`src/logic/xbus_irq_regs.svh`:
```
// Notes on behaviour
// - Four 16-bit source-select registers, one per vector.
// - High byte holds per-source enable bits.
// - Low byte holds per-source request flags.
// - Enable byte masks sources onto the vector.
// - Flags set even when enable is clear.
// - Vectors serve interrupts and event transfers alike.
// - Serial receive/transmit routable to vectors 0-2.
// - Vector 3 collects errors, clock; CAN/PWM fixed.
// - Class A traps rank second, own numbers.
// - Class B traps share vector 0028h, own flags.
// - Class B traps share lowest hardware priority.
// - Hardware trap service forces level fifteen.
// - Each class A and class B trap sets its flag bit; reset has none.
// - Trap service preempted only by higher trap.
`ifndef XBUS_IRQ_REGS_SVH
`define XBUS_IRQ_REGS_SVH
`define SEL0_ADDR      8'h00
`define SEL1_ADDR      8'h04
`define SEL2_ADDR      8'h08
`define SEL3_ADDR      8'h0C
`define TRAP_FLAG_ADDR 8'h10
`define TRAP_STAT_ADDR 8'h14
`define SEL_RESET      16'h0000
`define EN_HI          15
`define EN_LO          8
`define FLG_HI         7
`define FLG_LO         0
`define TF_NMI         15
`define TF_OVERFLOW    14
`define TF_UNDERFLOW   13
`define TF_BAD_OPCODE  7
`define TF_MAC_BREAK   6
`define TF_PROTECT     3
`define TF_BAD_OPERAND 2
`define TF_BAD_FETCH   1
`define TF_BAD_EXT_BUS 0
`define TRAP_FLAG_MASK 16'hE0CF
`define VEC_RESET      9'h000
`define VEC_NMI        9'h008
`define VEC_OVERFLOW   9'h010
`define VEC_UNDERFLOW  9'h018
`define VEC_CLASS_B    9'h028
`define NUM_RESET      7'h00
`define NUM_NMI        7'h02
`define NUM_OVERFLOW   7'h04
`define NUM_UNDERFLOW  7'h06
`define NUM_CLASS_B    7'h0A
`define LEVEL_TOP      4'hF
`define BRESP_OKAY     2'h0
`define BRESP_DECERR   2'h3
`endif

```
`src/logic/xbus_irq_pkg.sv`:
```
package xbus_irq_pkg;
   typedef enum logic [2:0]
   {
      PRI_NONE  = 3'b000,
      PRI_SOFT  = 3'b001,
      PRI_B     = 3'b010,
      PRI_A     = 3'b011,
      PRI_RESET = 3'b100
   } trap_pri_t;
   typedef struct packed
   {
      logic [8:0] location;
      logic [6:0] number;
   } trap_vec_t;
endpackage

```
`src/logic/xbus_sel_reg.sv`:
```
`timescale 1ns/1ps
`include "xbus_irq_regs.svh"
// One source-select register: enables above, sticky flags below.
module xbus_sel_reg
   import xbus_irq_pkg::*;
#(
   parameter logic [7:0] ROUTE = 8'hFF
)
(
   input  wire logic       clk,
   input  wire logic       nrst,
   input  wire logic [7:0] events,
   input  wire logic       wr,
   input  wire logic [3:0] wstrb,
   input  wire logic [15:0] wdata,
   output logic      [15:0] sel,
   output logic            req
);
   logic [7:0] en;
   logic [7:0] flg;
   logic [7:0] ev;
   assign ev  = events & ROUTE;
   assign sel = {en, flg};
   always_ff @(posedge clk)
   begin
      if (!nrst)
         en <= 8'(`SEL_RESET >> `EN_LO);
      else if (wr && wstrb[1])
         en <= wdata[`EN_HI:`EN_LO] & ROUTE;
   end
   // A written one clears a flag; a simultaneous event keeps it set.
   always_ff @(posedge clk)
   begin
      if (!nrst)
         flg <= 8'(`SEL_RESET);
      else if (wr && wstrb[0])
         flg <= (flg & ~wdata[`FLG_HI:`FLG_LO]) | ev;
      else
         flg <= flg | ev;
   end
   always_ff @(posedge clk)
   begin
      if (!nrst)
         req <= 1'b0;
      else
         req <= |(next_and(en, flg));
   end
   function automatic logic [7:0] next_and(input logic [7:0] a, input logic [7:0] b);
      next_and = a & b;
   endfunction
   a_flag_sticky: assert property (@(posedge clk) disable iff (!nrst)
      ($past(flg) != 8'h00 && !$past(wr && wstrb[0])) |-> ((flg & $past(flg)) == $past(flg)))
      else $error("flag lost without clear");
   a_event_sets: assert property (@(posedge clk) disable iff (!nrst)
      |ev |=> ((flg & $past(ev)) == $past(ev)))
      else $error("event did not set flag");
   a_req_and: assert property (@(posedge clk) disable iff (!nrst)
      ##1 (req == |($past(en) & $past(flg))))
      else $error("vector request mismatch");
endmodule

```
`src/logic/xbus_irq_mux.sv`:
```
// Local design decisions: the placing of the registers and the AXI4-Lite register port.
`timescale 1ns/1ps
`include "xbus_irq_regs.svh"
// Source order in bytes 0-2: bit0 CAN1 (vector 0 only), 1 CAN2 (vector 1 only), 2 I2C rx, 3 I2C tx, 4 SSC2 rx,
// 5 SSC2 tx, 6 ASC2 rx, 7 ASC2 tx. Vector 3 byte: 0 CAN1, 1 CAN2, 2 I2C err,
// 3 SSC2 err, 4 ASC2 err, 5 clock fault, 6 PWM2, 7 ASC2 tx buffer unused.
// ASC2 tx buffer shares bit 7 with ASC2 tx on vectors 0-2; bit 1 there is PWM2 on 2.
module xbus_irq_mux
   import xbus_irq_pkg::*;
(
   input  wire logic        REF_CLK,
   input  wire logic        NRST,
   input  wire logic        CAN1_EV,
   input  wire logic        CAN2_EV,
   input  wire logic        I2C_RX_EV,
   input  wire logic        I2C_TX_EV,
   input  wire logic        I2C_ERR_EV,
   input  wire logic        SSC2_RX_EV,
   input  wire logic        SSC2_TX_EV,
   input  wire logic        SSC2_ERR_EV,
   input  wire logic        ASC2_RX_EV,
   input  wire logic        ASC2_TX_EV,
   input  wire logic        ASC2_TXBUF_EV,
   input  wire logic        ASC2_ERR_EV,
   input  wire logic        CLOCK_FAULT_EV,
   input  wire logic        PWM2_EV,
   input  wire logic        HW_RESET_REQ,
   input  wire logic        SW_RESET_REQ,
   input  wire logic        WDT_RESET_REQ,
   input  wire logic        NMI_REQ,
   input  wire logic        STK_OVER_REQ,
   input  wire logic        STK_UNDER_REQ,
   input  wire logic [5:0]  CLASS_B_REQ,
   input  wire logic        SW_TRAP_REQ,
   input  wire logic [6:0]  SW_TRAP_NUM,
   input  wire logic        TRAP_DONE,
   input  wire logic [3:0]  CPU_LEVEL_IN,
   input  wire logic [31:0] AWADDR,
   input  wire logic        AWVALID,
   output logic             AWREADY,
   input  wire logic [31:0] WDATA,
   input  wire logic [3:0]  WSTRB,
   input  wire logic        WVALID,
   output logic             WREADY,
   output logic [1:0]       BRESP,
   output logic             BVALID,
   input  wire logic        BREADY,
   input  wire logic [31:0] ARADDR,
   input  wire logic        ARVALID,
   output logic             ARREADY,
   output logic [31:0]      RDATA,
   output logic [1:0]       RRESP,
   output logic             RVALID,
   input  wire logic        RREADY,
   output logic [3:0]       SHARED_VECTOR,
   output logic             TRAP_TAKE,
   output trap_vec_t        TRAP_VECTOR,
   output logic [3:0]       CPU_INTERRUPT_LEVEL,
   output logic             TRAP_ACTIVE
);
   logic [7:0]  ev [4];
   logic [15:0] sel [4];
   logic [3:0]  req;
   logic [3:0]  sel_wr;
   logic [15:0] trap_flag_register;
   logic [15:0] trap_ev;
   trap_pri_t   cur_pri;
   trap_pri_t   next_pri;
   trap_vec_t   next_vec;
   logic        aw_held;
   logic        w_held;
   logic [7:0]  aw_addr;
   logic [31:0] w_data;
   logic [3:0]  w_strb;
   logic        do_write;
   logic        ar_hit;

   assign ev[0] = {ASC2_TX_EV | ASC2_TXBUF_EV, ASC2_RX_EV, SSC2_TX_EV, SSC2_RX_EV,
                   I2C_TX_EV, I2C_RX_EV, 1'b0, CAN1_EV};
   assign ev[1] = {ASC2_TX_EV | ASC2_TXBUF_EV, ASC2_RX_EV, SSC2_TX_EV, SSC2_RX_EV,
                   I2C_TX_EV, I2C_RX_EV, CAN2_EV, 1'b0};
   assign ev[2] = {ASC2_TX_EV | ASC2_TXBUF_EV, ASC2_RX_EV, SSC2_TX_EV, SSC2_RX_EV,
                   I2C_TX_EV, I2C_RX_EV, PWM2_EV, 1'b0};
   assign ev[3] = {1'b0, PWM2_EV, CLOCK_FAULT_EV, ASC2_ERR_EV, SSC2_ERR_EV,
                   I2C_ERR_EV, CAN2_EV, CAN1_EV};

   assign do_write = aw_held && w_held && !BVALID;
   genvar g;
   generate
      for (g = 0; g < 4; g++)
      begin : g_sel
         assign sel_wr[g] = do_write && (aw_addr == 8'(g * 4));
         xbus_sel_reg #(.ROUTE(g == 3 ? 8'h7F : (g == 0 ? 8'hFD : 8'hFE))) u_sel
         (
            .clk    (REF_CLK),
            .nrst   (NRST),
            .events (ev[g]),
            .wr     (sel_wr[g]),
            .wstrb  (w_strb),
            .wdata  (w_data[15:0]),
            .sel    (sel[g]),
            .req    (req[g])
         );
      end
   endgenerate

   always_ff @(posedge REF_CLK)
   begin
      if (!NRST)
         SHARED_VECTOR <= 4'h0;
      else
         SHARED_VECTOR <= req;
   end

   // AXI write: address and data taken in either order, response after both.
   always_ff @(posedge REF_CLK)
   begin
      if (!NRST)
      begin
         aw_held <= 1'b0;
         w_held  <= 1'b0;
         aw_addr <= 8'h00;
         w_data  <= 32'h0000_0000;
         w_strb  <= 4'h0;
         AWREADY <= 1'b0;
         WREADY  <= 1'b0;
         BVALID  <= 1'b0;
         BRESP   <= `BRESP_OKAY;
      end
      else
      begin
         AWREADY <= !aw_held && !AWREADY && AWVALID;
         WREADY  <= !w_held && !WREADY && WVALID;
         if (AWVALID && AWREADY)
         begin
            aw_held <= 1'b1;
            aw_addr <= AWADDR[7:0];
         end
         if (WVALID && WREADY)
         begin
            w_held <= 1'b1;
            w_data <= WDATA;
            w_strb <= WSTRB;
         end
         if (do_write)
         begin
            BVALID  <= 1'b1;
            BRESP   <= (aw_addr < `TRAP_FLAG_ADDR || aw_addr == `TRAP_FLAG_ADDR
                        || aw_addr == `TRAP_STAT_ADDR) && aw_addr[1:0] == 2'h0
                       ? `BRESP_OKAY : `BRESP_DECERR;
            aw_held <= 1'b0;
            w_held  <= 1'b0;
         end
         else if (BVALID && BREADY)
            BVALID <= 1'b0;
      end
   end

   // AXI read.
   assign ar_hit = ARVALID && ARREADY;
   always_ff @(posedge REF_CLK)
   begin
      if (!NRST)
      begin
         ARREADY <= 1'b0;
         RVALID  <= 1'b0;
         RDATA   <= 32'h0000_0000;
         RRESP   <= `BRESP_OKAY;
      end
      else
      begin
         ARREADY <= !ARREADY && !RVALID && ARVALID;
         if (ar_hit)
         begin
            RVALID <= 1'b1;
            RRESP  <= `BRESP_OKAY;
            case (ARADDR[7:0])
               `SEL0_ADDR:      RDATA <= {16'h0000, sel[0]};
               `SEL1_ADDR:      RDATA <= {16'h0000, sel[1]};
               `SEL2_ADDR:      RDATA <= {16'h0000, sel[2]};
               `SEL3_ADDR:      RDATA <= {16'h0000, sel[3]};
               `TRAP_FLAG_ADDR: RDATA <= {16'h0000, trap_flag_register};
               `TRAP_STAT_ADDR: RDATA <= {24'h000000, TRAP_ACTIVE, cur_pri, CPU_INTERRUPT_LEVEL};
               default:
               begin
                  RDATA <= 32'h0000_0000;
                  RRESP <= `BRESP_DECERR;
               end
            endcase
         end
         else if (RVALID && RREADY)
            RVALID <= 1'b0;
      end
   end

   // Hardware trap flags: a written one clears, a new trap wins.
   always_comb
   begin
      trap_ev = 16'h0000;
      trap_ev[`TF_NMI]    = NMI_REQ;
      trap_ev[`TF_OVERFLOW]    = STK_OVER_REQ;
      trap_ev[`TF_UNDERFLOW]   = STK_UNDER_REQ;
      trap_ev[`TF_BAD_OPCODE]  = CLASS_B_REQ[5];
      trap_ev[`TF_MAC_BREAK]   = CLASS_B_REQ[4];
      trap_ev[`TF_PROTECT]     = CLASS_B_REQ[3];
      trap_ev[`TF_BAD_OPERAND] = CLASS_B_REQ[2];
      trap_ev[`TF_BAD_FETCH]   = CLASS_B_REQ[1];
      trap_ev[`TF_BAD_EXT_BUS] = CLASS_B_REQ[0];
   end
   always_ff @(posedge REF_CLK)
   begin
      if (!NRST)
         trap_flag_register <= 16'h0000;
      else if (do_write && aw_addr == `TRAP_FLAG_ADDR)
         trap_flag_register <= (trap_flag_register & ~(w_data[15:0] & {{8{w_strb[1]}},
                                {8{w_strb[0]}}})) | trap_ev;
      else
         trap_flag_register <= trap_flag_register | trap_ev;
   end

   // Priority pick: reset, class A by number, class B, then software trap.
   always_comb
   begin
      next_pri = PRI_NONE;
      next_vec = '{location: `VEC_RESET, number: `NUM_RESET};
      if (HW_RESET_REQ || SW_RESET_REQ || WDT_RESET_REQ)
         next_pri = PRI_RESET;
      else if (NMI_REQ)
      begin
         next_pri = PRI_A;
         next_vec = '{location: `VEC_NMI, number: `NUM_NMI};
      end
      else if (STK_OVER_REQ)
      begin
         next_pri = PRI_A;
         next_vec = '{location: `VEC_OVERFLOW, number: `NUM_OVERFLOW};
      end
      else if (STK_UNDER_REQ)
      begin
         next_pri = PRI_A;
         next_vec = '{location: `VEC_UNDERFLOW, number: `NUM_UNDERFLOW};
      end
      else if (|CLASS_B_REQ)
      begin
         next_pri = PRI_B;
         next_vec = '{location: `VEC_CLASS_B, number: `NUM_CLASS_B};
      end
      else if (SW_TRAP_REQ)
      begin
         next_pri = PRI_SOFT;
         next_vec = '{location: {SW_TRAP_NUM, 2'b00}, number: SW_TRAP_NUM};
      end
   end

   // Service state: only a strictly higher trap may preempt.
   always_ff @(posedge REF_CLK)
   begin
      if (!NRST)
      begin
         cur_pri             <= PRI_NONE;
         TRAP_TAKE           <= 1'b0;
         TRAP_VECTOR         <= '{location: `VEC_RESET, number: `NUM_RESET};
         TRAP_ACTIVE         <= 1'b0;
         CPU_INTERRUPT_LEVEL <= 4'h0;
      end
      else
      begin
         TRAP_TAKE <= 1'b0;
         if (next_pri != PRI_NONE && (next_pri > cur_pri || (next_pri == PRI_SOFT
             && cur_pri == PRI_NONE)))
         begin
            TRAP_TAKE   <= 1'b1;
            TRAP_VECTOR <= next_vec;
            if (next_pri == PRI_SOFT)
            begin
               CPU_INTERRUPT_LEVEL <= CPU_LEVEL_IN;
            end
            else
            begin
               cur_pri             <= next_pri;
               TRAP_ACTIVE         <= 1'b1;
               CPU_INTERRUPT_LEVEL <= `LEVEL_TOP;
            end
         end
         else if (TRAP_DONE)
         begin
            cur_pri             <= PRI_NONE;
            TRAP_ACTIVE         <= 1'b0;
            CPU_INTERRUPT_LEVEL <= CPU_LEVEL_IN;
         end
         else if (cur_pri == PRI_NONE)
            CPU_INTERRUPT_LEVEL <= CPU_LEVEL_IN;
      end
   end

   a_reset_vec: assert property (@(posedge REF_CLK) disable iff (!NRST)
      (HW_RESET_REQ && cur_pri != PRI_RESET) |=> (TRAP_TAKE && TRAP_VECTOR.location == 9'h000
      && TRAP_VECTOR.number == 7'h00))
      else $error("reset did not vector to zero");
   a_nmi_vec: assert property (@(posedge REF_CLK) disable iff (!NRST)
      (NMI_REQ && !HW_RESET_REQ && !SW_RESET_REQ && !WDT_RESET_REQ && cur_pri < PRI_A)
      |=> (TRAP_TAKE && TRAP_VECTOR.location == 9'h008 && TRAP_VECTOR.number == 7'h02))
      else $error("nmi vector wrong");
   a_class_b_vec: assert property (@(posedge REF_CLK) disable iff (!NRST)
      (TRAP_TAKE && $past(next_pri) == PRI_B) |-> (TRAP_VECTOR.location == 9'h028
      && TRAP_VECTOR.number == 7'h0A))
      else $error("class b vector wrong");
   a_level_top: assert property (@(posedge REF_CLK) disable iff (!NRST)
      TRAP_ACTIVE |-> CPU_INTERRUPT_LEVEL == 4'hF)
      else $error("level not forced during trap");
   a_no_preempt: assert property (@(posedge REF_CLK) disable iff (!NRST)
      (cur_pri == PRI_A && !TRAP_DONE && !HW_RESET_REQ && !SW_RESET_REQ && !WDT_RESET_REQ)
      |=> !TRAP_TAKE)
      else $error("trap preempted by lower request");
   a_trap_flag: assert property (@(posedge REF_CLK) disable iff (!NRST)
      STK_OVER_REQ |=> trap_flag_register[14])
      else $error("trap flag not set");
   a_soft_range: assert property (@(posedge REF_CLK) disable iff (!NRST)
      (TRAP_TAKE && !TRAP_ACTIVE) |-> (TRAP_VECTOR.location[1:0] == 2'b00))
      else $error("soft trap vector misaligned");
   a_vec3_route: assert property (@(posedge REF_CLK) disable iff (!NRST)
      (sel[3][7] == 1'b0 && sel[3][15] == 1'b0))
      else $error("vector 3 took a routed-out source");
endmodule

```
`config.mk`:
```
export PLATFORM = sky130hd
export DESIGN_NAME = xbus_irq_mux
export DESIGN_NICKNAME = d
export VERILOG_FILES = /design/src/logic/xbus_irq_pkg.sv /design/src/logic/xbus_sel_reg.sv /design/src/logic/xbus_irq_mux.sv
export VERILOG_INCLUDE_DIRS = /design/src /design/src/logic
export SDC_FILE = /design/constraint.sdc
export NUM_CORES = 1
export LEC_CHECK = 0
export ABC_AREA = 1
export BUFFER_PORTS_ARGS = -buffer_cell sky130_fd_sc_hd__buf_2
export CAP_MARGIN = 30
export CORE_UTILIZATION = 35
export DETAILED_ROUTE_END_ITERATION = 12
export MAX_ROUTING_LAYER = met4
export PLACE_DENSITY = 0.69
export SLEW_MARGIN = 10
export SYNTH_ARGS = -nofsm -noshare
export SYNTH_HDL_FRONTEND = slang
export SYNTH_SLANG_ARGS = --single-unit
```
`constraint.sdc`:
```
create_clock -name REF_CLK -period 5.5 [get_ports REF_CLK]
set_clock_uncertainty 0.2 [all_clocks]
set_input_delay 1.1 -clock REF_CLK [delete_from_list [all_inputs] [get_ports REF_CLK]]
set_output_delay 1.1 -clock REF_CLK [all_outputs]
set_load 0.005 [all_outputs]
```
==> flow_summary.json <==
{
  "status": "complete, but fails checks",
  "violations": "design-rule violations",
  "synth_ff_type": "dfxtp_1",
  "wl_um": 19210,
  "cts_buffers": 17,
  "yosys_warnings": 0,
  "synth_mux_area_frac": 0,
  "fillCellCount": 1866,
  "io_pins": 213,
  "clockBufferDepth": 2,
  "p_int_mw": 1.919,
  "grt_max_degree": 69,
  "path_class": "primary input to flop",
  "vias": 6282,
  "syn2layout_area_growth_pct": 18.71,
  "p_sw_frac": 0.2607,
  "relSlewSlack": 0.3558,
  "synth_edf_count": 0,
  "pwr-share-seq": 0.461,
  "multiInputGateArea_mm2": 0.002806,
  "dp_cells": 1203,
  "synth_cells": 887,
  "drt_iter0_drc": 524,
  "die_w_um": 139.1,
  "seqCellArea_mm2": 0.003023,
  "fin_crit_ns": 2.942,
  "cts_tree": "yes",
  "cp_common_cell": "nand2_1",
  "insertedDiodeCount": 0,
  "synthTopCellsByArea": "dfxtp_1, o21ai_0, a21oi_1",
  "setup_tns_ns": 0,
  "synth_common_cells": "dfxtp_1, nand2_1, inv_1",
  "clk_pin_slew_worst_paths_ns": 0.06,
  "fin_nets": 1142,
  "via_per_inst": 5.087,
  "htreeDepth": 4,
  "drive_gt1_frac": 0.1839,
  "cts-root-buf": "clkbuf_16",
  "rsz0062_at_grt": "false",
  "fin_crit_sh": 0.5349,
  "drtAntennaViolNets": 0,
  "synthArstFlopShare": 0,
  "cts_hold_buf": 0,
  "worstHoldPathType": "flop to flop",
  "synth_adder_area_share": 0.005710,
  "avgRoutedWirePerCell_um": 15.55,
  "final-max-slew-violation-count": 0,
  "synth_xor_area_frac": 0,
  "clock_sinks": 151,
  "port-buffer-count": 128,
  "yosysTopAreaCellShare": 0.4598,
  "hold_violations": 0,
  "p_total_mw": 2.596,
  "syn_area_mm2": 0.006574,
  "grt_pass1_wl_um": 30100,
  "ys_types": 34,
  "start_kind": "primary input",
  "core_mm2": 0.01821,
  "p_per_area_mw_per_mm2": 332.6,
  "p_comb_frac": 0.105,
  "arrival_ns": 3.11,
  "cpPeakStageDelay_ns": 0.28,
  "synth_compound_area_frac": 0.2115,
  "rows": 49,
  "crit_slowest_cell": "ha_1",
  "cap_violations": 0,
  "fmax_mhz": 339.9,
  "p_leak_nw": 3.493,
  "worstSetupEndpointType": "flop",
  "crit_chain": "buf_2, nor2_1, nand3_1, inv_1, nand2_1, nand2_1, inv_1, ha_1, nand2_1, o21ai_0, nand2_1, nand2_2, nand2_2, nor3_1, nand2_1, nand2_1",
  "synth_simple_gate_area_share": 0.1987,
  "synth.most_common_cell": "dfxtp_1",
  "fp.dieH_um": 139.1,
  "synth_top_family_by_area": "compound AO/OA/AOI/OAI gates",
  "grt_overflow": 0,
  "dr.pass1.iters": 9,
  "syn_area_per_cell_um2": 7.411,
  "first_global_vias": 5689,
  "clock_power_share": 0.434,
  "grt_antenna_before_repair": 0,
  "die_area_mm2": 0.01933,
  "worstPathRequired_ns": 5.67,
  "drc": 10,
  "clock_latency_ns": 0.43,
  "grtUsageTotal": 0.2071,
  "place_congestion": 0.8924,
  "holdWs_ns": 0.2106,
  "finalSetupViolations": 0,
  "cp_max_fo": 13,
  "postCtsSetupBuffers": 0,
  "p_switching_mw": 0.6768,
  "finalNonFillerCells": 1235,
  "start_util": 0.3610,
  "worst_pin_slew_ns": 0.9611,
  "finalCoreUtilization": 0.4286,
  "synth-seq-cells": 151,
  "synth_top_area_cell": "dfxtp_1",
  "seq_area_frac_synth": 0.4598,
  "hpwl_um": 14200,
  "cts_resized": 0,
  "peakVddDrop_mv": 0.1927
}
## registers in the layout, summed over array words and instances, names as in the netlist, 2 cells and up
name and flops:
w_data 16, cur_pri 3, SHARED_VECTOR 4, g_sel.u_sel.flg 32, TRAP_VECTOR 7, CPU_INTERRUPT_LEVEL 4, w_strb 2, RDATA 16
aw_addr 8, trap_flag_register 16, g_sel.u_sel.req 4, g_sel.u_sel.en 28
## layout make-up
cell class	instances	share of cell area
Tap cell	229	0.03672
Inverter	118	0.05708
Timing Repair Buffer	132	0.08594
Clock inverter	8	0.008979
Clock buffer	24	0.06429
Sequential cell	151	0.3874
Multi-Input combinational cell	573	0.3596
## worst max-delay path, delay by kind of cell
family | cells | cell delay, ns
and+or+nand+nor | 11 | 1.25
buffers and inverters | 3 | 0.30
adders and majority gates | 1 | 0.28
AOI/OAI and AO/OA | 1 | 0.18
## power groups by stage
| stage | logic, mW | registers, mW | clock network, mW |
|---|---|---|---|
| after CTS | 0.272 | 1.19 | 1.14 |
| after detailed placement | 0.272 | 1.22 | 0 |
| final | 0.274 | 1.20 | 1.13 |
| after floorplan | 0.191 | 1.20 | 0 |
| after global routing | 0.306 | 1.20 | 1.18 |
| after global placement | 0.267 | 1.22 | 0 |
## through the flow
stage / setup slack (ns) / area [µm²]
after floorplan: 2.668 / 6638
after global placement: 2.235 / 7232
after detailed placement: 2.175 / 7232
after CTS: 2.618 / 7804
after global routing: 2.333 / 7804
final: 2.558 / 7804
## kinds of logic after synthesis
kind of cell | after synthesis
AOI/OAI and AO/OA | 253
buffers and inverters | 180
DFF | 151
other | 1
and+or+nand+nor | 299
adders and majority gates | 3
## placed cells by master, fill, tap and decap left out, types with 3 or more instances in the layout
| cell type | count |
|---|---|
| a21oi_1 | 98 |
| o21ai_0 | 109 |
| a211oi_1 | 22 |
| conb_1 | 18 |
| clkbuf_8 | 5 |
| buf_2 | 128 |
| clkbuf_16 | 17 |
| inv_2 | 4 |
| inv_1 | 112 |
| a22o_1 | 4 |
| nand4_1 | 5 |
| nand2_1 | 129 |
| buf_4 | 4 |
| a221oi_1 | 3 |
| clkinv_2 | 5 |
| nor2_1 | 88 |
| nor3_1 | 7 |
| nand3_1 | 52 |
| dfxtp_1 | 151 |
| o211ai_1 | 10 |
| ha_1 | 3 |
| nand2_2 | 3 |
| nand3_2 | 8 |
## routing by layer
metal,GRT usage,up-vias,routed length [µm]
met5,-,-,0
met4,0.06550,0,314
met3,0.04972,36,1725
met2,0.3022,297,8236
met1,0.2799,2849,8932
li1,-,3100,-
## path summary, 6_finish.rpt
| check | slack [ns] | startpoint | depth (start not counted) | end |
|---|---|---|---|---|
| max | 2.56 | CLASS_B_REQ[3] | 16 | cur_pri[0] |
| min | 0.21 | g_sel[0].u_sel.req | 2 | SHARED_VECTOR[0] |
| max reg2reg | 3.07 | aw_addr[0] | 6 | trap_flag_register[2] |
| min reg2reg | 0.21 | g_sel[0].u_sel.req | 2 | SHARED_VECTOR[0] |
Power figures use the tool's default switching activity.
